## src/aft_regs.svh

```systemverilog
// offsets, field positions, reset values and timing counts for the fault response block
`ifndef AFT_REGS_SVH
`define AFT_REGS_SVH

// config byte selectors on the register port
`define AFT_SEL_OT 3'h0
`define AFT_SEL_UT 3'h1
`define AFT_SEL_VIN_OV 3'h2
`define AFT_SEL_VIN_UV 3'h3
`define AFT_SEL_TON 3'h4

// response byte fields
`define AFT_ACT_HI 7
`define AFT_ACT_LO 6
`define AFT_RETRY_HI 5
`define AFT_RETRY_LO 3
`define AFT_DLY_HI 2
`define AFT_DLY_LO 0
`define AFT_DLY_FIXED 3'h0
`define AFT_RESP_RST 8'h00

// status word bit positions (low byte doubles as status byte)
`define AFT_SW_VOUT 15
`define AFT_SW_INPUT 13
`define AFT_SW_OFF 6
`define AFT_SW_VIN_UV 3
`define AFT_SW_TEMP 2
`define AFT_SW_HIGH_BYTE 0

// detailed status bit positions
`define AFT_STEMP_OT 7
`define AFT_STEMP_UT 4
`define AFT_SIN_VIN_OV 7
`define AFT_SIN_VIN_UV 4
`define AFT_SVOUT_TON 2

// timing: 10 us timer tick at 40 ns clock period
`define AFT_MCLK_NS 40
`define AFT_TICK_NS 10000
`define AFT_TICK_CYC ((`AFT_TICK_NS + `AFT_MCLK_NS - 1) / `AFT_MCLK_NS)

`endif

```

## src/aft_pkg.sv

```systemverilog
// types shared by the fault response block
package aft_pkg;

  typedef enum logic [2:0] {
    AFT_OFF = 3'h0,
    AFT_START = 3'h1,
    AFT_ON = 3'h3,
    AFT_RETRY = 3'h2,
    AFT_LATCHED = 3'h6
  } aft_state_t;

  typedef enum logic [2:0] {
    AFT_F_OT = 3'h0,
    AFT_F_UT = 3'h1,
    AFT_F_VIN_OV = 3'h2,
    AFT_F_VIN_UV = 3'h3,
    AFT_F_TON = 3'h4
  } aft_fault_t;

endpackage : aft_pkg

```

## src/aft_fault_response.sv

```systemverilog
// response logic for slowly measured faults and the start-up timeout on one channel
`timescale 1ns/1ps
`include "aft_regs.svh"
module aft_fault_response
  import aft_pkg::*;
#(
  parameter int TIME_W = 16
) (
  input wire logic i_mclk,
  input wire logic i_rst,
  input wire logic i_cfg_wr,
  input wire logic [2:0] i_cfg_wr_sel,
  input wire logic [7:0] i_cfg_wdata,
  input wire logic [2:0] i_cfg_rd_sel,
  input wire logic i_channel_enable_pin,
  input wire logic i_operation_on,
  input wire logic i_bias_ok,
  input wire logic i_clear_faults,
  input wire logic i_ot_fault,
  input wire logic i_ut_fault,
  input wire logic i_vin_ov_fault,
  input wire logic i_vin_uv_fault,
  input wire logic i_vout_above_uv,
  input wire logic [TIME_W-1:0] i_ton_max_limit,
  input wire logic [TIME_W-1:0] i_retry_delay,
  output logic [7:0] o_cfg_rdata,
  output logic o_channel_on,
  output logic o_host_alert_n,
  output logic [15:0] o_status_word,
  output logic [7:0] o_status_input,
  output logic [7:0] o_status_temp,
  output logic [7:0] o_status_vout,
  output logic [2:0] o_state
);

  localparam int NFLT = 5;

  function automatic logic shuts_down(input logic [7:0] cfg);
    // 01, 10 and 11 all shut down; for the timeout, 01 means a zero-length wait
    shuts_down = (cfg[`AFT_ACT_HI:`AFT_ACT_LO] != 2'h0);
  endfunction : shuts_down

  function automatic logic [2:0] retry_of(input logic [7:0] cfg);
    retry_of = cfg[`AFT_RETRY_HI:`AFT_RETRY_LO];
  endfunction : retry_of

  // configuration bytes
  logic [7:0] over_temp_response_cfg;
  logic [7:0] under_temp_response_cfg;
  logic [7:0] input_overvoltage_response_cfg;
  logic [7:0] input_undervoltage_response_cfg;
  logic [7:0] startup_timeout_response_cfg;

  // enable pin synchroniser and filtered level
  logic en_s1;
  logic en_s2;
  logic en_s3;
  logic en_filt;

  aft_state_t state;
  aft_state_t next_state;
  logic [2:0] retry_snap [NFLT];
  logic [7:0] tick_cnt;
  logic [TIME_W-1:0] retry_cnt;
  logic ton_fault;
  logic [15:0] next_status_word;
  logic [7:0] next_status_input;
  logic [7:0] next_status_temp;
  logic [7:0] next_status_vout;

  wire logic tick;
  wire logic on_request;
  wire logic running;
  wire logic [7:0] wr_byte;
  wire logic [7:0] cfg_rd_mux;
  wire logic [NFLT-1:0] flt;
  wire logic [NFLT-1:0] act_shut;
  wire logic [NFLT-1:0] shut_req;
  wire logic [NFLT-1:0] latch_req;
  wire logic fault_shut;
  wire logic fault_latch;
  wire logic retry_done;
  wire logic any_fault;

  // delay field is fixed at zero whatever is written
  assign wr_byte = {i_cfg_wdata[7:3], `AFT_DLY_FIXED};

  always_ff @(posedge i_mclk or posedge i_rst)
  begin
    if (i_rst)
    begin
      over_temp_response_cfg <= `AFT_RESP_RST;
      under_temp_response_cfg <= `AFT_RESP_RST;
      input_overvoltage_response_cfg <= `AFT_RESP_RST;
      input_undervoltage_response_cfg <= `AFT_RESP_RST;
      startup_timeout_response_cfg <= `AFT_RESP_RST;
    end
    else if (i_cfg_wr)
    begin
      case (i_cfg_wr_sel)
        `AFT_SEL_OT: over_temp_response_cfg <= wr_byte;
        `AFT_SEL_UT: under_temp_response_cfg <= wr_byte;
        `AFT_SEL_VIN_OV: input_overvoltage_response_cfg <= wr_byte;
        `AFT_SEL_VIN_UV: input_undervoltage_response_cfg <= wr_byte;
        `AFT_SEL_TON: startup_timeout_response_cfg <= wr_byte;
        default: ;
      endcase
    end
  end

  assign cfg_rd_mux =
    (i_cfg_rd_sel == `AFT_SEL_OT) ? over_temp_response_cfg :
    (i_cfg_rd_sel == `AFT_SEL_UT) ? under_temp_response_cfg :
    (i_cfg_rd_sel == `AFT_SEL_VIN_OV) ? input_overvoltage_response_cfg :
    (i_cfg_rd_sel == `AFT_SEL_VIN_UV) ? input_undervoltage_response_cfg :
    (i_cfg_rd_sel == `AFT_SEL_TON) ? startup_timeout_response_cfg : 8'h00;

  always_ff @(posedge i_mclk or posedge i_rst)
  begin
    if (i_rst)
      o_cfg_rdata <= 8'h00;
    else
      o_cfg_rdata <= cfg_rd_mux;
  end

  // pin crosses into the clock domain; a change counts once stages 2 and 3 agree
  always_ff @(posedge i_mclk or posedge i_rst)
  begin
    if (i_rst)
    begin
      en_s1 <= 1'b0;
      en_s2 <= 1'b0;
      en_s3 <= 1'b0;
      en_filt <= 1'b0;
    end
    else
    begin
      en_s1 <= i_channel_enable_pin;
      en_s2 <= en_s1;
      en_s3 <= en_s2;
      if (en_s2 == en_s3)
        en_filt <= en_s3;
    end
  end

  // dropping any of these clears a latched state; clear_faults does not
  assign on_request = en_filt && i_operation_on && i_bias_ok;

  // 10 us time base for the start-up and retry timers
  assign tick = (tick_cnt == 8'(`AFT_TICK_CYC - 1));

  always_ff @(posedge i_mclk or posedge i_rst)
  begin
    if (i_rst)
      tick_cnt <= 8'h00;
    else if (tick)
      tick_cnt <= 8'h00;
    else
      tick_cnt <= tick_cnt + 8'h01;
  end

  aft_startup_timer #(
    .LIMIT_W(TIME_W)
  ) u_startup_timer (
    .i_mclk(i_mclk),
    .i_rst(i_rst),
    .i_start(state == AFT_START),
    .i_tick(tick),
    .i_vout_above_uv(i_vout_above_uv),
    .i_limit(i_ton_max_limit),
    .o_timeout(ton_fault)
  );

  // comparator results are already slow averages, so no sample counter here
  assign flt = {ton_fault, i_vin_uv_fault, i_vin_ov_fault, i_ut_fault, i_ot_fault};
  assign any_fault = |flt;

  assign act_shut = {shuts_down(startup_timeout_response_cfg),
                     shuts_down(input_undervoltage_response_cfg),
                     shuts_down(input_overvoltage_response_cfg),
                     shuts_down(under_temp_response_cfg),
                     shuts_down(over_temp_response_cfg)};

  // action zero only records; nonzero acts in the same cycle
  assign shut_req = flt & act_shut;

  genvar gi;
  generate
    for (gi = 0; gi < NFLT; gi++)
    begin : g_latch
      assign latch_req[gi] = shut_req[gi] && (retry_snap[gi] == 3'h0);
    end
  endgenerate

  assign running = (state == AFT_START) || (state == AFT_ON);
  assign fault_shut = running && (|shut_req);
  // if any shutting fault says latch, restarts stop
  assign fault_latch = |latch_req;
  assign retry_done = tick && (retry_cnt + TIME_W'(1) >= i_retry_delay);

  // retry settings only take hold at the next off-then-on sequence
  always_ff @(posedge i_mclk or posedge i_rst)
  begin
    if (i_rst)
    begin
      for (int k = 0; k < NFLT; k++)
        retry_snap[k] <= 3'h0;
    end
    else if (state == AFT_OFF && on_request)
    begin
      retry_snap[AFT_F_OT] <= retry_of(over_temp_response_cfg);
      retry_snap[AFT_F_UT] <= retry_of(under_temp_response_cfg);
      retry_snap[AFT_F_VIN_OV] <= retry_of(input_overvoltage_response_cfg);
      retry_snap[AFT_F_VIN_UV] <= retry_of(input_undervoltage_response_cfg);
      retry_snap[AFT_F_TON] <= retry_of(startup_timeout_response_cfg);
    end
  end

  always_comb
  begin
    next_state = state;
    if (!on_request)
      next_state = AFT_OFF;
    else
    begin
      case (state)
        AFT_OFF:
          next_state = AFT_START;
        AFT_START:
        begin
          if (fault_shut)
            next_state = fault_latch ? AFT_LATCHED : AFT_RETRY;
          else if (i_vout_above_uv || ton_fault)
            next_state = AFT_ON;
        end
        AFT_ON:
        begin
          if (fault_shut)
            next_state = fault_latch ? AFT_LATCHED : AFT_RETRY;
        end
        AFT_RETRY:
        begin
          if (fault_latch)
            next_state = AFT_LATCHED;
          else if (retry_done)
            next_state = AFT_START;
        end
        AFT_LATCHED:
          next_state = AFT_LATCHED;
        default:
          next_state = AFT_OFF;
      endcase
    end
  end

  always_ff @(posedge i_mclk or posedge i_rst)
  begin
    if (i_rst)
    begin
      state <= AFT_OFF;
      retry_cnt <= '0;
    end
    else
    begin
      state <= next_state;
      if (state != AFT_RETRY)
        retry_cnt <= '0;
      else if (tick)
        retry_cnt <= retry_cnt + TIME_W'(1);
    end
  end

  // status: a new event beats a clear in the same cycle
  always_comb
  begin
    next_status_word = o_status_word & {16{!i_clear_faults}};
    next_status_input = o_status_input & {8{!i_clear_faults}};
    next_status_temp = o_status_temp & {8{!i_clear_faults}};
    next_status_vout = o_status_vout & {8{!i_clear_faults}};
    if (i_ot_fault || i_ut_fault)
      next_status_word[`AFT_SW_TEMP] = 1'b1;
    if (i_ot_fault)
      next_status_temp[`AFT_STEMP_OT] = 1'b1;
    if (i_ut_fault)
      next_status_temp[`AFT_STEMP_UT] = 1'b1;
    if (i_vin_ov_fault)
    begin
      next_status_word[`AFT_SW_INPUT] = 1'b1;
      next_status_word[`AFT_SW_HIGH_BYTE] = 1'b1;
      next_status_input[`AFT_SIN_VIN_OV] = 1'b1;
    end
    if (i_vin_uv_fault)
    begin
      next_status_word[`AFT_SW_INPUT] = 1'b1;
      next_status_word[`AFT_SW_VIN_UV] = 1'b1;
      next_status_input[`AFT_SIN_VIN_UV] = 1'b1;
    end
    if (ton_fault)
    begin
      next_status_word[`AFT_SW_VOUT] = 1'b1;
      next_status_word[`AFT_SW_HIGH_BYTE] = 1'b1;
      next_status_vout[`AFT_SVOUT_TON] = 1'b1;
    end
    // off bit is live, not sticky
    next_status_word[`AFT_SW_OFF] = (next_state != AFT_START) && (next_state != AFT_ON);
  end

  always_ff @(posedge i_mclk or posedge i_rst)
  begin
    if (i_rst)
    begin
      o_status_word <= 16'h0040;
      o_status_input <= 8'h00;
      o_status_temp <= 8'h00;
      o_status_vout <= 8'h00;
      o_host_alert_n <= 1'b1;
      o_channel_on <= 1'b0;
      o_state <= 3'h0;
    end
    else
    begin
      o_status_word <= next_status_word;
      o_status_input <= next_status_input;
      o_status_temp <= next_status_temp;
      o_status_vout <= next_status_vout;
      if (any_fault)
        o_host_alert_n <= 1'b0;
      else if (i_clear_faults)
        o_host_alert_n <= 1'b1;
      o_channel_on <= (next_state == AFT_START) || (next_state == AFT_ON);
      o_state <= next_state;
    end
  end

endmodule : aft_fault_response

```

## src/aft_startup_timer.sv

```systemverilog
// start-up timeout timer: flags a channel that misses its undervoltage level in time
`timescale 1ns/1ps
module aft_startup_timer #(
  parameter int LIMIT_W = 16
) (
  input wire logic i_mclk,
  input wire logic i_rst,
  input wire logic i_start,
  input wire logic i_tick,
  input wire logic i_vout_above_uv,
  input wire logic [LIMIT_W-1:0] i_limit,
  output logic o_timeout
);

  logic [LIMIT_W-1:0] cnt;
  logic fired;
  wire logic armed;
  wire logic reached;

  // a zero limit means no limit at all
  assign armed = i_start && !i_vout_above_uv && (i_limit != '0) && !fired;
  assign reached = armed && i_tick && (cnt + LIMIT_W'(1) >= i_limit);

  always_ff @(posedge i_mclk or posedge i_rst)
  begin
    if (i_rst)
    begin
      cnt <= '0;
      fired <= 1'b0;
      o_timeout <= 1'b0;
    end
    else
    begin
      o_timeout <= reached;
      if (!i_start)
      begin
        cnt <= '0;
        fired <= 1'b0;
      end
      else
      begin
        if (armed && i_tick)
          cnt <= cnt + LIMIT_W'(1);
        if (reached)
          fired <= 1'b1;
      end
    end
  end

endmodule : aft_startup_timer

```

## config.mk

```make
export PLATFORM = sky130hd
export DESIGN_NAME = aft_fault_response
export DESIGN_NICKNAME = d
export VERILOG_FILES = /design/src/aft_pkg.sv /design/src/aft_fault_response.sv /design/src/aft_startup_timer.sv
export VERILOG_INCLUDE_DIRS = /design/src
export SDC_FILE = /design/constraint.sdc
export NUM_CORES = 1
export LEC_CHECK = 0
export ABC_CLOCK_PERIOD_IN_PS = 4300
export BUFFER_PORTS_ARGS = -buffer_cell sky130_fd_sc_hd__buf_2
export CAP_MARGIN = 15
export CORE_ASPECT_RATIO = 0.6
export CORE_MARGIN = 10
export CORE_UTILIZATION = 55
export CTS_CLUSTER_SIZE = 28
export DETAILED_ROUTE_END_ITERATION = 10
export MAX_ROUTING_LAYER = met4
export PLACE_DENSITY = 0.86
export SYNTH_ARGS = -nofsm -noshare
export SYNTH_HDL_FRONTEND = slang
export SYNTH_HIERARCHICAL = 1
export SYNTH_SLANG_ARGS = --single-unit
```

## constraint.sdc

```tcl
create_clock -name i_mclk -period 4.3 [get_ports i_mclk]
set_input_delay 0.43 -clock i_mclk [delete_from_list [all_inputs] [get_ports i_mclk]]
set_output_delay 0.43 -clock i_mclk [all_outputs]
set_load 0.01 [all_outputs]
```

### Word level (Yosys, flattened, before mapping)

Index checks and enable logic that the tools add are counted.

| word-level totals | value |
|---|---|
| register bits after elaboration | 139 |
| input bits | 58 |

| cells by class | value |
|---|---|
| add/sub/neg operators | 3 |
| magnitude comparators | 2 |
| eq/ne operators | 21 |
| muxes and demuxes | 34 |
| bitwise operators | 5 |
| reduce and logical (&&, ||, !) cells | 47 |

Operators with widths:

| cell | number |
|---|---|
| $mux 16 | 4 |
| $mux 8 | 6 |
| $add 16x1->16 const B | 2 |
| $ge 16x16->1 | 2 |
| $and 8x8->8 | 3 |
| $logic_not 3->1 | 8 |
| $eq 3x2->1 const B | 7 |
| $mux 3 | 7 |
| $and 16x16->16 | 1 |
| $logic_and 1x1->1 | 16 |
| $mux 1 | 16 |
| $reduce_bool 16->1 | 1 |
| $pmux 3 s5 | 1 |
| $reduce_or 5->1 | 3 |
| $reduce_bool 2->1 | 7 |
| $eq 3x1->1 const B | 4 |
| $reduce_and 2->1 | 5 |
| $eq 3x3->1 const B | 3 |
| $add 8x1->8 const B | 1 |
| $eq 8x8->1 const B | 1 |
| $ne 3x2->1 const B | 2 |
| $and 5x5->5 | 1 |
| $logic_or 1x1->1 | 4 |
| $ne 2x2->1 const B | 2 |
| other kinds (3) | 5 |

### Logic depth before layout (Yosys ltp)

Gate-level depths: netlist of the first run.

| depth | value |
|---|---|
| depth after elaboration | 10 |
| gate-level depth with buffers | 13 |

### Modules after synthesis

Netlist of the first run, hierarchy kept.

By module, submodules not included:

| module | times used | cells each | area an instance (um^2) | seq. area each (um^2) |
|---|---|---|---|---|
| aft_fault_response | 1 | 451 | 5,367.6 | 2,955.3 |
| aft_startup_timer | 1 | 185 | 1,564.0 | 450.4 |

### Worst setup path after synthesis of the first run

Ideal clock, no wire load.

| timing path | value |
|---|---|
| path kind | register to register |
| start point | register retry_cnt[0] |
| end point | register o_channel_on |
| library setup time | 120 ps |
| arrival | 2,657 ps |
| required time | 4,180 ps |
| path slack | 1,523 ps |
| cell stages (with the launch flop) | 13 |
| buffers on the path | 0 |
| cell sequence | dfrtp_1 ha_1 nand3_1 nor2_2 nand4_1 xnor2_1 ha_1 o21ai_0 nor2_1 a211o_1 a311o_1 a31o_1 and3_1 |

| between the ends | value |
|---|---|
| cells in the longest elaborated chain, start to end | 9 |
| elaborated cells on any way between the ends | 10 |
| classes of those cells | add/sub: 1; order compare: 1; eq/ne: 2; mux: 4; reduce/logical: 2 |

Ends and longest elaborated chain:

| what | line | source |
|---|---|---|
| from (decl) | aft_fault_response.sv:64 | `logic [TIME_W-1:0] retry_cnt;` |
| from (signal assigned) | aft_fault_response.sv:269 | `retry_cnt <= retry_cnt + TIME_W'(1);` |
| $add 16x1->16 (*) | aft_fault_response.sv:199 | `assign retry_done = tick && (retry_cnt + TIME_W'(1) >= i_retry_delay);` |
| $ge 16x16->1 (*) | aft_fault_response.sv:199 |  |
| $logic_and 1x1->1 (*) | aft_fault_response.sv:199 |  |
| $mux 3 (*) | aft_fault_response.sv:245 | `else if (retry_done)` |
| $mux 3 (*) | aft_fault_response.sv:243 | `if (fault_latch)` |
| $pmux 3 s5 (*) | aft_fault_response.sv:226 | `case (state)` |
| $mux 3 (*) | aft_fault_response.sv:222 | `if (!on_request)` |
| $eq 3x1->1 / $eq 3x2->1 (equally long branches) | aft_fault_response.sv:330 | `o_channel_on <= (next_state == AFT_START) \|\| (next_state == AFT_ON);` |
| $logic_or 1x1->1 (*) | aft_fault_response.sv:330 |  |
| to (signal assigned) | aft_fault_response.sv:330 |  |
| to (decl) | aft_fault_response.sv:27 | `output logic o_channel_on,` |

Every way passes the cells marked *; elsewhere a longest branch is shown, timed or not.
A chain may end at the register's enable or synchronous reset.

### Worst setup path after layout of the first run

| timing path | value |
|---|---|
| start point | register retry_cnt[0] |
| end point | register o_state[0] |

| between the ends | value |
|---|---|
| cells in the longest elaborated chain, start to end | 7 |

Ends and longest elaborated chain:

| what | line | source |
|---|---|---|
| $add 16x1->16 | aft_fault_response.sv:199 |  |
| $ge 16x16->1 | aft_fault_response.sv:199 |  |
| $logic_and 1x1->1 | aft_fault_response.sv:199 |  |
| $mux 3 | aft_fault_response.sv:245 |  |
| $mux 3 | aft_fault_response.sv:243 |  |
| $pmux 3 s5 | aft_fault_response.sv:226 |  |
| $mux 3 | aft_fault_response.sv:222 |  |
| named net next_state[0] | aft_fault_response.sv:61 | `aft_state_t next_state;` |
| to (signal assigned) | aft_fault_response.sv:331 | `o_state <= next_state;` |
| to (decl) | aft_fault_response.sv:33 | `output logic [2:0] o_state` |

The timed path passes the listed nets, and every way through them passes these cells.

==> results of run 1 <==
## worst reg2reg max path: stages (launching register included)
cell and delay, ns:
dfrtp_1 0.46, nand3_1 0.14, nor3_1 0.41, and3_1 0.33, nand3_1 0.12, xnor2_1 0.14
ha_1 0.29, nand4_1 0.11, nor2_1 0.08, a211o_1 0.29, a311o_1 0.32, a31o_1 0.27
and3_1 0.18
## cell usage in the layout (no fill, tap or decap), types with 4 or more instances in the layout
master,n
a211o_1,6
a21o_1,14
a21oi_1,21
and3_1,8
buf_2,104
clkbuf_16,17
dfrtp_1,134
ha_1,36
inv_1,40
inv_6,6
inv_8,4
mux2_2,32
mux2_4,10
mux2i_1,4
nand2_1,39
nand2b_1,6
nand3_1,25
nand4_1,10
nor2_1,41
nor2b_1,34
nor3_1,5
nor4_1,13
o211ai_1,5
o21ai_0,22
or2_2,4
xnor2_1,15
xor2_1,28
## cells by family (layout without fill, tap and decap cells)
group,count (synthesis),in the layout,share of synthesized area [%]
muxes,47,47,8.27
other,1,3,0.0541
DFF,136,136,49.1
xor gates and xnor gates,43,43,5.43
AOI/OAI and AO/OA,101,101,9.93
adders and majority gates,37,37,6.64
and+or+nand+nor,207,207,16.6
buffers and inverters,64,182,3.97
## worst paths after layout
check / start / to
max: retry_cnt[0] / o_state[0]
min: i_channel_enable_pin / en_s1
max reg2reg: retry_cnt[0] / o_state[0]
min reg2reg: en_s1 / en_s2
max in group asynchronous: i_rst / retry_cnt[5]
min in group asynchronous: i_rst / o_status_temp[0]
## state kept, by name (all words and copies together), names as in the netlist, 3 cells and up
register / count
o_status_word: 16
o_state: 3
u_startup_timer/cnt: 16
over_temp_response_cfg: 5
under_temp_response_cfg: 5
startup_timeout_response_cfg: 5
o_status_vout: 8
tick_cnt: 8
o_status_temp: 8
o_status_input: 8
o_cfg_rdata: 5
input_overvoltage_response_cfg: 5
retry_snap: 15
input_undervoltage_response_cfg: 5
retry_cnt: 16
## per-layer routing
metal  vias to the layer above  routed length [um]
met5                         -                   0
met4                         0                 314
met3                        32                1410
met2                       211                7360
met1                      2581                7620
li1                       2455                   -
## power by group through the flow
stage               registers [mW]  clock network (mW)  logic, mW
floorplan                     1.49                   0      0.239
global placement              1.51                   0      0.322
detailed placement            1.52                   0      0.343
CTS                           1.50                1.45      0.345
global route                  1.52                1.52      0.376
finish                        1.51                1.43      0.342
## through the flow
step | setup WS (ns) | std cells
finish | 1.04 | 921
detailed placement | 1.10 | 889
global route | 0.852 | 921
CTS | 1.07 | 921
global placement | 1.25 | 889
floorplan | 0.744 | 638
## layout make-up
class | instances | share of cell area (%)
flip-flops and latches | 136 | 41.7
multi-input cells | 438 | 39.9
repair buffers | 107 | 6.65
clock buffers | 18 | 5.26
well taps | 165 | 2.53
inverters | 43 | 2.01
clock inverters | 14 | 1.89
==> results.yml, run 1 <==
run_status:
  run_status: "finished, final reports clean"
detailed_routing:
  drt_first_pass_iters: 5
  drc: 0
  dr_total_vias: 5279
  route.final.wire_length_um: 16700
  post_drt_wl_per_cell_um: 18.1
  postRouteAntennaNets: 0
  detailedRoute.firstIterationViolations: 383
  vias_per_cell: 5.73
cts:
  post_cts_hold_buffer_count: 0
  htreeDepth: 4
  cts_buffers: 17
  clk_pin_slew_worst_paths_ns: 0.06
  clock_insertion_delay_worst_skew_ns: 0.42
  cts_post_setup_buffers_inserted: 0
  cts_tree: "done"
  clock_sink_count: 136
  cts_max_path_buffers: 2
  cts_root_buffer_type: "clkbuf_16"
  cts-resized-gates: 0
die:
  num_rows: 31
  chipHeight_um: 107
  die-area_sq_um: 17600
  core_region_area_sq_um: 12200
  ioPinCount: 111
  floorplan.die.width_um: 165
  floorplan.initialDensity_pct: 56.9
synth:
  synthesis.yosys.warnings: 6
  post_synth_top_flop: "dfrtp_1"
  netlist.top_cell.by_area: "dfrtp_1"
  syn_avg_cell_area_sq_um: 10.9
  synth-seq-area-share_pct: 49.1
  cell_with_the_most_instances_after_synthesis: "dfrtp_1"
  synth_edf_count: 0
  synth_commonest_cells: "dfrtp_1, inv_1, nor2_1"
  postSynthRegisterBits: 136
  syn-instance-count: 636
  synthesis.area_sq_um: 6930
  synth.distinct_cells: 68
  post-synth-top-area-fraction_pct: 48.4
  synth_top_cells_by_area: "dfrtp_1, ha_1, mux2_2"
  async_flop_share_pct: 100
final_layout:
  final_util_pct: 67.0
  fill_cells: 925
  regArea_sq_um: 3410
  area_taken_by_multi_input_logic_gates_sq_um: 3260
  flow.area_growth_from_synthesis_pct: 17.7
  layout.nets: 837
  finish.instance_area_sq_um: 8160
  drive_above_1_share_pct: 27.0
  antenna_cells: 0
power_and_ir_drop:
  internal_power_mw: 2.42
  static_leak_nw: 4.13
  sequential_share_of_power_pct: 46.0
  swShare_pct: 26.2
  power.net_switching_mw: 0.860
  power.combinational.fraction_pct: 10.4
  cellPowerDensity_nw_per_um2: 402
  share_clk_of_total_power_pct: 43.6
  design_power_total_mw: 3.28
  max-vdd-ir-drop_v: 0.000321
grt:
  grt_overflow_total: 0
  routing_usage_on_met1_pct: 25.6
  met3_routing_resource_usage_after_global_routing_pct: 6.61
  first_global_vias: 5559
  first_pass_grt_wire_length_um: 27600
  gr-usage-met2_pct: 29.6
  track_usage_pct: 19.9
  gr-max-usage-layer: "met2"
  maximum_number_of_pins_on_one_net_before_global_route_repair: 63
  initial_antenna_violation_count: 0
sta:
  period_minus_slack_ns: 3.26
  number_of_pins_with_negative_max_slew_slack_in_the_final_report: 0
  finalCritPeriodShare_pct: 75.8
  hold_ws_ns: 0.119
  max_freq_mhz: 307
  timing.final.setup_violations: 0
  maxSlewHeadroom_pct: 39.2
  rsz_0062_raised_after_global_routing: "no"
  hold_violations: 0
  totalNegativeSetupSlack_ns: 0
  worstMarginPinSlew_ns: 0.904
  skew_ns: 0.00799
setup_path:
  timing_worst_setup_path_type: "reg2reg"
  worst_path_slowest_cell: "dfrtp_1"
  timing.critical_path.cells: "nand3_1 -> nor3_1 -> and3_1 -> nand3_1 -> xnor2_1 -> ha_1 -> nand4_1 -> nor2_1 -> a211o_1 -> a311o_1 -> a31o_1 -> and3_1"
  required_ns: 4.60
  worst_setup_path_end_kind: "flop"
  r2r.worst_path.cells: 12
  path_max_fanout: 5
  critical_path_buf_inv_count: 0
  worstSetupPathDepth: 12
  timing.reg2reg.setup_slack_ns: 1.04
  cp_slowest_stage_delay_ns: 0.46
  worst_ep_arrival_time_ns: 3.56
  cp_top_family: "simple AND/OR/NAND/NOR gates"
  cp-start-kind: "flop"
run:
  max-cap-violations: 0
placed_design:
  placement.io_buffers: 104
  gp_congestion: 0.889
  dp_hpwl_um: 12400
  placed_area_sq_um: 7580
min_path:
  hold_depth: 1
  min_path_type: "in2reg"
(Power assumes the default switching activity.)
==> inputs of run 2 (changes only) <==
--- a/config.mk
+++ b/config.mk
@@ -6,16 +6,16 @@
 export SDC_FILE = /design/constraint.sdc
 export NUM_CORES = 1
 export LEC_CHECK = 0
-export ABC_CLOCK_PERIOD_IN_PS = 4300
+export ABC_CLOCK_PERIOD_IN_PS = 2840
 export BUFFER_PORTS_ARGS = -buffer_cell sky130_fd_sc_hd__buf_2
 export CAP_MARGIN = 15
 export CORE_ASPECT_RATIO = 0.6
 export CORE_MARGIN = 10
-export CORE_UTILIZATION = 55
+export CORE_UTILIZATION = 51
 export CTS_CLUSTER_SIZE = 28
 export DETAILED_ROUTE_END_ITERATION = 10
 export MAX_ROUTING_LAYER = met4
-export PLACE_DENSITY = 0.86
+export PLACE_DENSITY = 0.84
 export SYNTH_ARGS = -nofsm -noshare
 export SYNTH_HDL_FRONTEND = slang
 export SYNTH_HIERARCHICAL = 1
==> constraint.sdc (replaced) <==
create_clock -name i_mclk -period 2.84 [get_ports i_mclk]
set_input_delay 0.284 -clock i_mclk [delete_from_list [all_inputs] [get_ports i_mclk]]
set_output_delay 0.284 -clock i_mclk [all_outputs]
set_load 0.01 [all_outputs]
==> results.yml, run 2 (synthesis results as in run 1) <==
setup_path:
  critical_path_buf_inv_count: 1
  worst_ep_arrival_time_ns: 3.23
  worst_setup_path_end_kind: "flop"
  cp_slowest_stage_delay_ns: 0.43
  timing.critical_path.cells: "buf_6 -> ha_4 -> nand3_4 -> nor2_4 -> nand4_1 -> xnor2_1 -> ha_1 -> o21ai_2 -> nor2_1 -> a211o_1 -> a311o_1 -> a31o_1 -> and3_4"
  worst_path_slowest_cell: "dfrtp_1"
  r2r.worst_path.cells: 13
  cp-start-kind: "flop"
  timing_worst_setup_path_type: "reg2reg"
  required_ns: 3.14
  cp_top_family: "compound AO/OA/AOI/OAI gates"
  worstSetupPathDepth: 13
  path_max_fanout: 4
grt:
  maximum_number_of_pins_on_one_net_before_global_route_repair: 82
  initial_antenna_violation_count: 0
  routing_usage_on_met1_pct: 25.4
  gr-max-usage-layer: "met2"
  first_global_vias: 5798
  gr-usage-met2_pct: 30.1
  first_pass_grt_wire_length_um: 29300
  met3_routing_resource_usage_after_global_routing_pct: 7.63
  track_usage_pct: 20.1
  grt_overflow_total: 0
sta:
  hold_violations: 0
  worstMarginPinSlew_ns: 0.897
  timing.final.setup_violations: 3
  maxSlewHeadroom_pct: 39.7
  skew_ns: 0.00679
  period_minus_slack_ns: 2.93
  layout_setup_ws_ns: -0.0929
  hold_ws_ns: 0.0851
  number_of_pins_with_negative_max_slew_slack_in_the_final_report: 0
  finalCritPeriodShare_pct: 103
  rsz_0062_raised_after_global_routing: "yes"
  max_freq_mhz: 341
placed_design:
  gp_congestion: 0.970
  place_inst: 919
  placement.io_buffers: 104
  dp_hpwl_um: 13200
cts:
  htreeDepth: 4
  cts_tree: "done"
  cts_buffers: 17
  clock_insertion_delay_worst_skew_ns: 0.41
  cts_max_path_buffers: 2
  cts_root_buffer_type: "clkbuf_16"
  clock_sink_count: 136
  clk_pin_slew_worst_paths_ns: 0.06
min_path:
  hold_depth: 2
  min_path_type: "in2reg"
die:
  ioPinCount: 111
  die-area_sq_um: 18800
  core_region_area_sq_um: 13100
  chipHeight_um: 110
  floorplan.initialDensity_pct: 53.1
  floorplan.die.width_um: 171
  num_rows: 32
final_layout:
  regArea_sq_um: 3410
  biggestRegsByFlops: "o_status_word (16), retry_cnt (16), u_startup_timer/cnt (16)"
  stdcell_count: 961
  fill_cells: 986
  final_util_pct: 65.6
  area_taken_by_multi_input_logic_gates_sq_um: 3400
  layout_commonest_cell: "dfrtp_1"
  flow.area_growth_from_synthesis_pct: 23.6
  drive_above_1_share_pct: 32.5
  layout.nets: 872
  commonest_cells_after_routing_fill_and_taps_aside: "dfrtp_1, buf_2, inv_1"
  antenna_cells: 0
power_and_ir_drop:
  cellPowerDensity_nw_per_um2: 566
  power.combinational.fraction_pct: 11.0
  static_leak_nw: 4.32
  swShare_pct: 25.2
  max-vdd-ir-drop_v: 0.000445
  power.net_switching_mw: 1.22
  share_clk_of_total_power_pct: 42.1
  sequential_share_of_power_pct: 46.9
  internal_power_mw: 3.63
run_status:
  violations: "setup timing"
  run_status: "finished with violations"
detailed_routing:
  drc: 0
  post_drt_wl_per_cell_um: 18.8
  route.final.wire_length_um: 18100
  detailedRoute.firstIterationViolations: 564
  vias_per_cell: 5.75
  drt_first_pass_iters: 7
  postRouteAntennaNets: 0
  dr_total_vias: 5524
run:
  max-cap-violations: 0
run 2: what timing repair did:
item                                    4_1_cts  5_1_grt
endpoints found under the setup margin        4        6
gates resized for setup                       8       22
setup buffers                                 2        6
gates cloned                                  0        0
hold buffers                                  2        0
pin swaps                                     2       19
endpoints found under the hold margin        11        0
run 2: metal layers:
layer  vias up  share of wire [%]  wire length [um]
met5         -                  0                 0
met4         0               0.99               180
met3        24                 10              1820
met2       286                 45              8240
met1      2693                 43              7870
li1       2521                  -                 -
run 2: power groups by stage:
stage                     Combinational, mW  Sequential (mW)  Clock, mW
after floorplan                       0.362             2.26          0
after global placement                0.496             2.29          0
after detailed placement              0.527             2.30          0
after CTS                             0.533             2.27       2.07
after global routing                  0.586             2.30       2.17
final                                 0.534             2.28       2.04
run 2: final timing paths:
| check | start | end | slack (ns) |
|---|---|---|---|
| min in group asynchronous | i_rst | o_status_input[5] | 0.40 |
| setup / recovery | retry_cnt[1] | o_state[0] | -0.09 |
| hold reg to reg | en_s1 | en_s2 | 0.36 |
| hold / removal | i_ot_fault | o_host_alert_n | 0.09 |
| max in group asynchronous | i_rst | o_status_word[6] | 1.71 |
| setup reg to reg | retry_cnt[1] | o_state[0] | -0.09 |
run 2: cell type report:
class                   count  area share, %
inverters                  43           1.93
multi-input cells         438           39.6
flip-flops and latches    136           39.8
clock buffers              18           5.01
well taps                 170           2.48
repair buffers            142           9.70
clock inverters            14           1.47
run 2: metrics by stage:
stage / setup WS [ns] / cell area, sq um / power [mW] / setup TNS (ns)
after global placement: 0.0364 / 7780 / 2.78 / 0
after CTS: 0.00862 / 8410 / 4.87 / 0
final: -0.0929 / 8570 / 4.85 / -0.192
after detailed placement: -0.0860 / 7780 / 2.83 / -0.181
after floorplan: 0.0632 / 6940 / 2.62 / 0
after global routing: -0.201 / 8570 / 5.05 / -0.814
==> inputs of run 3 (changes only) <==
--- a/config.mk
+++ b/config.mk
@@ -6,16 +6,17 @@
 export SDC_FILE = /design/constraint.sdc
 export NUM_CORES = 1
 export LEC_CHECK = 0
+export ABC_AREA = 1
 export ABC_CLOCK_PERIOD_IN_PS = 2840
 export BUFFER_PORTS_ARGS = -buffer_cell sky130_fd_sc_hd__buf_2
 export CAP_MARGIN = 15
 export CORE_ASPECT_RATIO = 0.6
 export CORE_MARGIN = 10
-export CORE_UTILIZATION = 51
+export CORE_UTILIZATION = 52
 export CTS_CLUSTER_SIZE = 28
 export DETAILED_ROUTE_END_ITERATION = 10
 export MAX_ROUTING_LAYER = met4
-export PLACE_DENSITY = 0.84
+export PLACE_DENSITY = 0.85
 export SYNTH_ARGS = -nofsm -noshare
 export SYNTH_HDL_FRONTEND = slang
 export SYNTH_HIERARCHICAL = 1
==> results.yml, run 3 <==
run_status:
  run_status: "finished, final reports clean"
die:
  core_region_area_sq_um: 13000
  chipHeight_um: 110
  ioPinCount: 111
  num_rows: 32
  floorplan.die.width_um: 170
  die-area_sq_um: 18700
  floorplan.initialDensity_pct: 53.8
final_layout:
  layout.nets: 1052
  final_util_pct: 64.3
  biggestRegsByFlops: "o_status_word (16), retry_cnt (16), u_startup_timer/cnt (16)"
  commonest_cells_after_routing_fill_and_taps_aside: "nand2_1, inv_1, dfrtp_1"
  layout_commonest_cell: "nand2_1"
  drive_above_1_share_pct: 19.6
  antenna_cells: 0
  flow.area_growth_from_synthesis_pct: 19.6
cts:
  cts_tree: "done"
  cts_buffers: 17
  cts_root_buffer_type: "clkbuf_16"
  clk_pin_slew_worst_paths_ns: 0.06
  clock_insertion_delay_worst_skew_ns: 0.41
  cts_max_path_buffers: 2
  clock_sink_count: 136
  htreeDepth: 4
synth:
  async_flop_share_pct: 100
  post-synth-top-area-fraction_pct: 47.9
  synth_xor_xnor_area_share_pct: 2.23
  cell_with_the_most_instances_after_synthesis: "nand2_1"
  synthesis.area_sq_um: 7000
  postSynthRegisterBits: 136
  synth_simple_gate_area_share_pct: 22.7
  synth-seq-area-share_pct: 48.7
  syn_avg_cell_area_sq_um: 8.37
  syn-instance-count: 836
  netlist.top_cell.by_area: "dfrtp_1"
  synthesis.yosys.warnings: 6
  yosys-mux-area-fraction_pct: 1.13
  synth.distinct_cells: 47
  synth_top_family_by_area: "simple AND/OR/NAND/NOR gates"
  synth_commonest_cells: "nand2_1, inv_1, dfrtp_1"
  synth_compound_gate_area_share_pct: 8.53
  synth_edf_count: 0
  synth_top_cells_by_area: "dfrtp_1, nand2_1, inv_1"
  post_synth_top_flop: "dfrtp_1"
  adder_cell_share_of_the_synthesized_area_pct: 6.58
grt:
  first_pass_grt_wire_length_um: 26900
  grt_overflow_total: 0
  maximum_number_of_pins_on_one_net_before_global_route_repair: 66
  initial_antenna_violation_count: 0
  first_global_vias: 5514
  track_usage_pct: 18.5
placed_design:
  gp_congestion: 0.990
  dp_hpwl_um: 12600
  placement.io_buffers: 104
run:
  max-cap-violations: 0
setup_path:
  cp-start-kind: "flop"
  timing_worst_setup_path_type: "reg2reg"
  required_ns: 3.17
  worst_ep_arrival_time_ns: 3.04
  worst_setup_path_end_kind: "flop"
  path_max_fanout: 4
sta:
  totalNegativeSetupSlack_ns: 0
  timing.final.setup_violations: 0
  period_minus_slack_ns: 2.72
  skew_ns: 0.00963
  hold_violations: 0
  maxSlewHeadroom_pct: 48.5
  finalCritPeriodShare_pct: 95.6
  worstMarginPinSlew_ns: 0.772
  max_freq_mhz: 368
  number_of_pins_with_negative_max_slew_slack_in_the_final_report: 0
power_and_ir_drop:
  max-vdd-ir-drop_v: 0.000425
  static_leak_nw: 4.53
  cellPowerDensity_nw_per_um2: 579
detailed_routing:
  dr_total_vias: 5730
  detailedRoute.firstIterationViolations: 377
  post_drt_wl_per_cell_um: 14.6
  drc: 0
  route.final.wire_length_um: 16600
  vias_per_cell: 5.03
  postRouteAntennaNets: 0
  drt_first_pass_iters: 5
min_path:
  min_path_type: "in2async"
-- run 3: cell types whose count changed in the layout (fill, tap and decap cells not counted), moves of 11 or more --
cell     before  now
nor2_1       38   83
xor2_1       27   15
nor2b_1      34    0
inv_1        40  155
mux2_2       32    3
a21o_1       14    3
o21ai_0      21   50
o21ai_1       2   13
xnor2_1      14    1
buf_4        33    8
nand3_1      21   40
nand2_1      38  170
-- run 3: cell type report --
| cell class | count | area [sq um] |
|---|---|---|
| clock inverters | 12 | 141 |
| fillers | 1062 | 4640 |
| well taps | 170 | 213 |
| multi-input cells | 525 | 2930 |
| flip-flops and latches | 136 | 3410 |
| repair buffers | 114 | 611 |
| clock buffers | 19 | 453 |
| inverters | 164 | 619 |
-- run 3: metrics by stage --
step / hold slack [ns] / cells / total power, mW / area, sq um / setup WS [ns]
floorplan: 0.223 / 838 / 2.50 / 7010 / 0.592
global placement: 0.333 / 1103 / 2.66 / 7690 / 0.306
detailed placement: 0.336 / 1103 / 2.69 / 7690 / 0.190
CTS: 0.0268 / 1135 / 4.89 / 8300 / 0.111
global route: 0.0439 / 1140 / 5.06 / 8370 / -0.0844
finish: 0.0177 / 1140 / 4.85 / 8370 / 0.124
-- run 3: where the power goes --
part	internal, mW	leakage (nW)	switching (mW)	total, mW
clock network	1.35	0.287	0.841	2.19
registers	2.10	1.78	0.106	2.21
logic	0.175	2.47	0.281	0.457
-- run 3: kinds of logic (layout without fill, tap and decap cells) --
| logic type | count (synthesis) | in the layout |
|---|---|---|
| buffers and inverters | 177 | 309 |
| DFF | 136 | 136 |
| other | 1 | 3 |
| adders and majority gates | 37 | 37 |
| muxes | 7 | 7 |
| xor gates and xnor gates | 17 | 17 |
| and+or+nand+nor | 352 | 352 |
| AOI/OAI and AO/OA | 109 | 109 |
-- run 3: repair_timing --
action | CTS | global route
hold buffers | 1 | 0
hold endpoints to repair | 1 | 0
endpoints found under the setup margin | 0 | 4
gates resized for setup | 0 | 11
buffers inserted | 0 | 5
-- run 3: worst paths after layout --
path | to | slack, ns | from | cells past startpoint
max | o_state[0] | 0.12 | retry_cnt[0] | 15
min | input_undervoltage_response_cfg[4] | 0.02 | i_rst | 2
max reg2reg | o_state[0] | 0.12 | retry_cnt[0] | 15
min reg2reg | en_s2 | 0.35 | en_s1 | 0
max in group asynchronous | o_status_word[6] | 2.03 | i_rst | 3
min in group i_mclk | o_host_alert_n | 0.04 | i_vin_ov_fault | 2
-- run 3: per-layer routing --
layer / share of wire [%] / GRT usage, %
met3: 5.4 / 4.51
met1: 50 / 25.9
met4: 0.78 / 4.55
met5: 0 / -
met2: 43 / 26.4
-- run 3: critical path: stages (launching register included) --
cell     delay (ns)
dfrtp_1        0.39
ha_2           0.22
nand3_2        0.10
nor2_2         0.14
nand2_2        0.09
nor2_4         0.15
nand3_2        0.09
xor2_1         0.21
inv_1          0.07
ha_1           0.29
nand4_1        0.14
nor3_2         0.19
nand2_1        0.08
nand2_2        0.07
nand4_1        0.18
a21oi_2        0.21
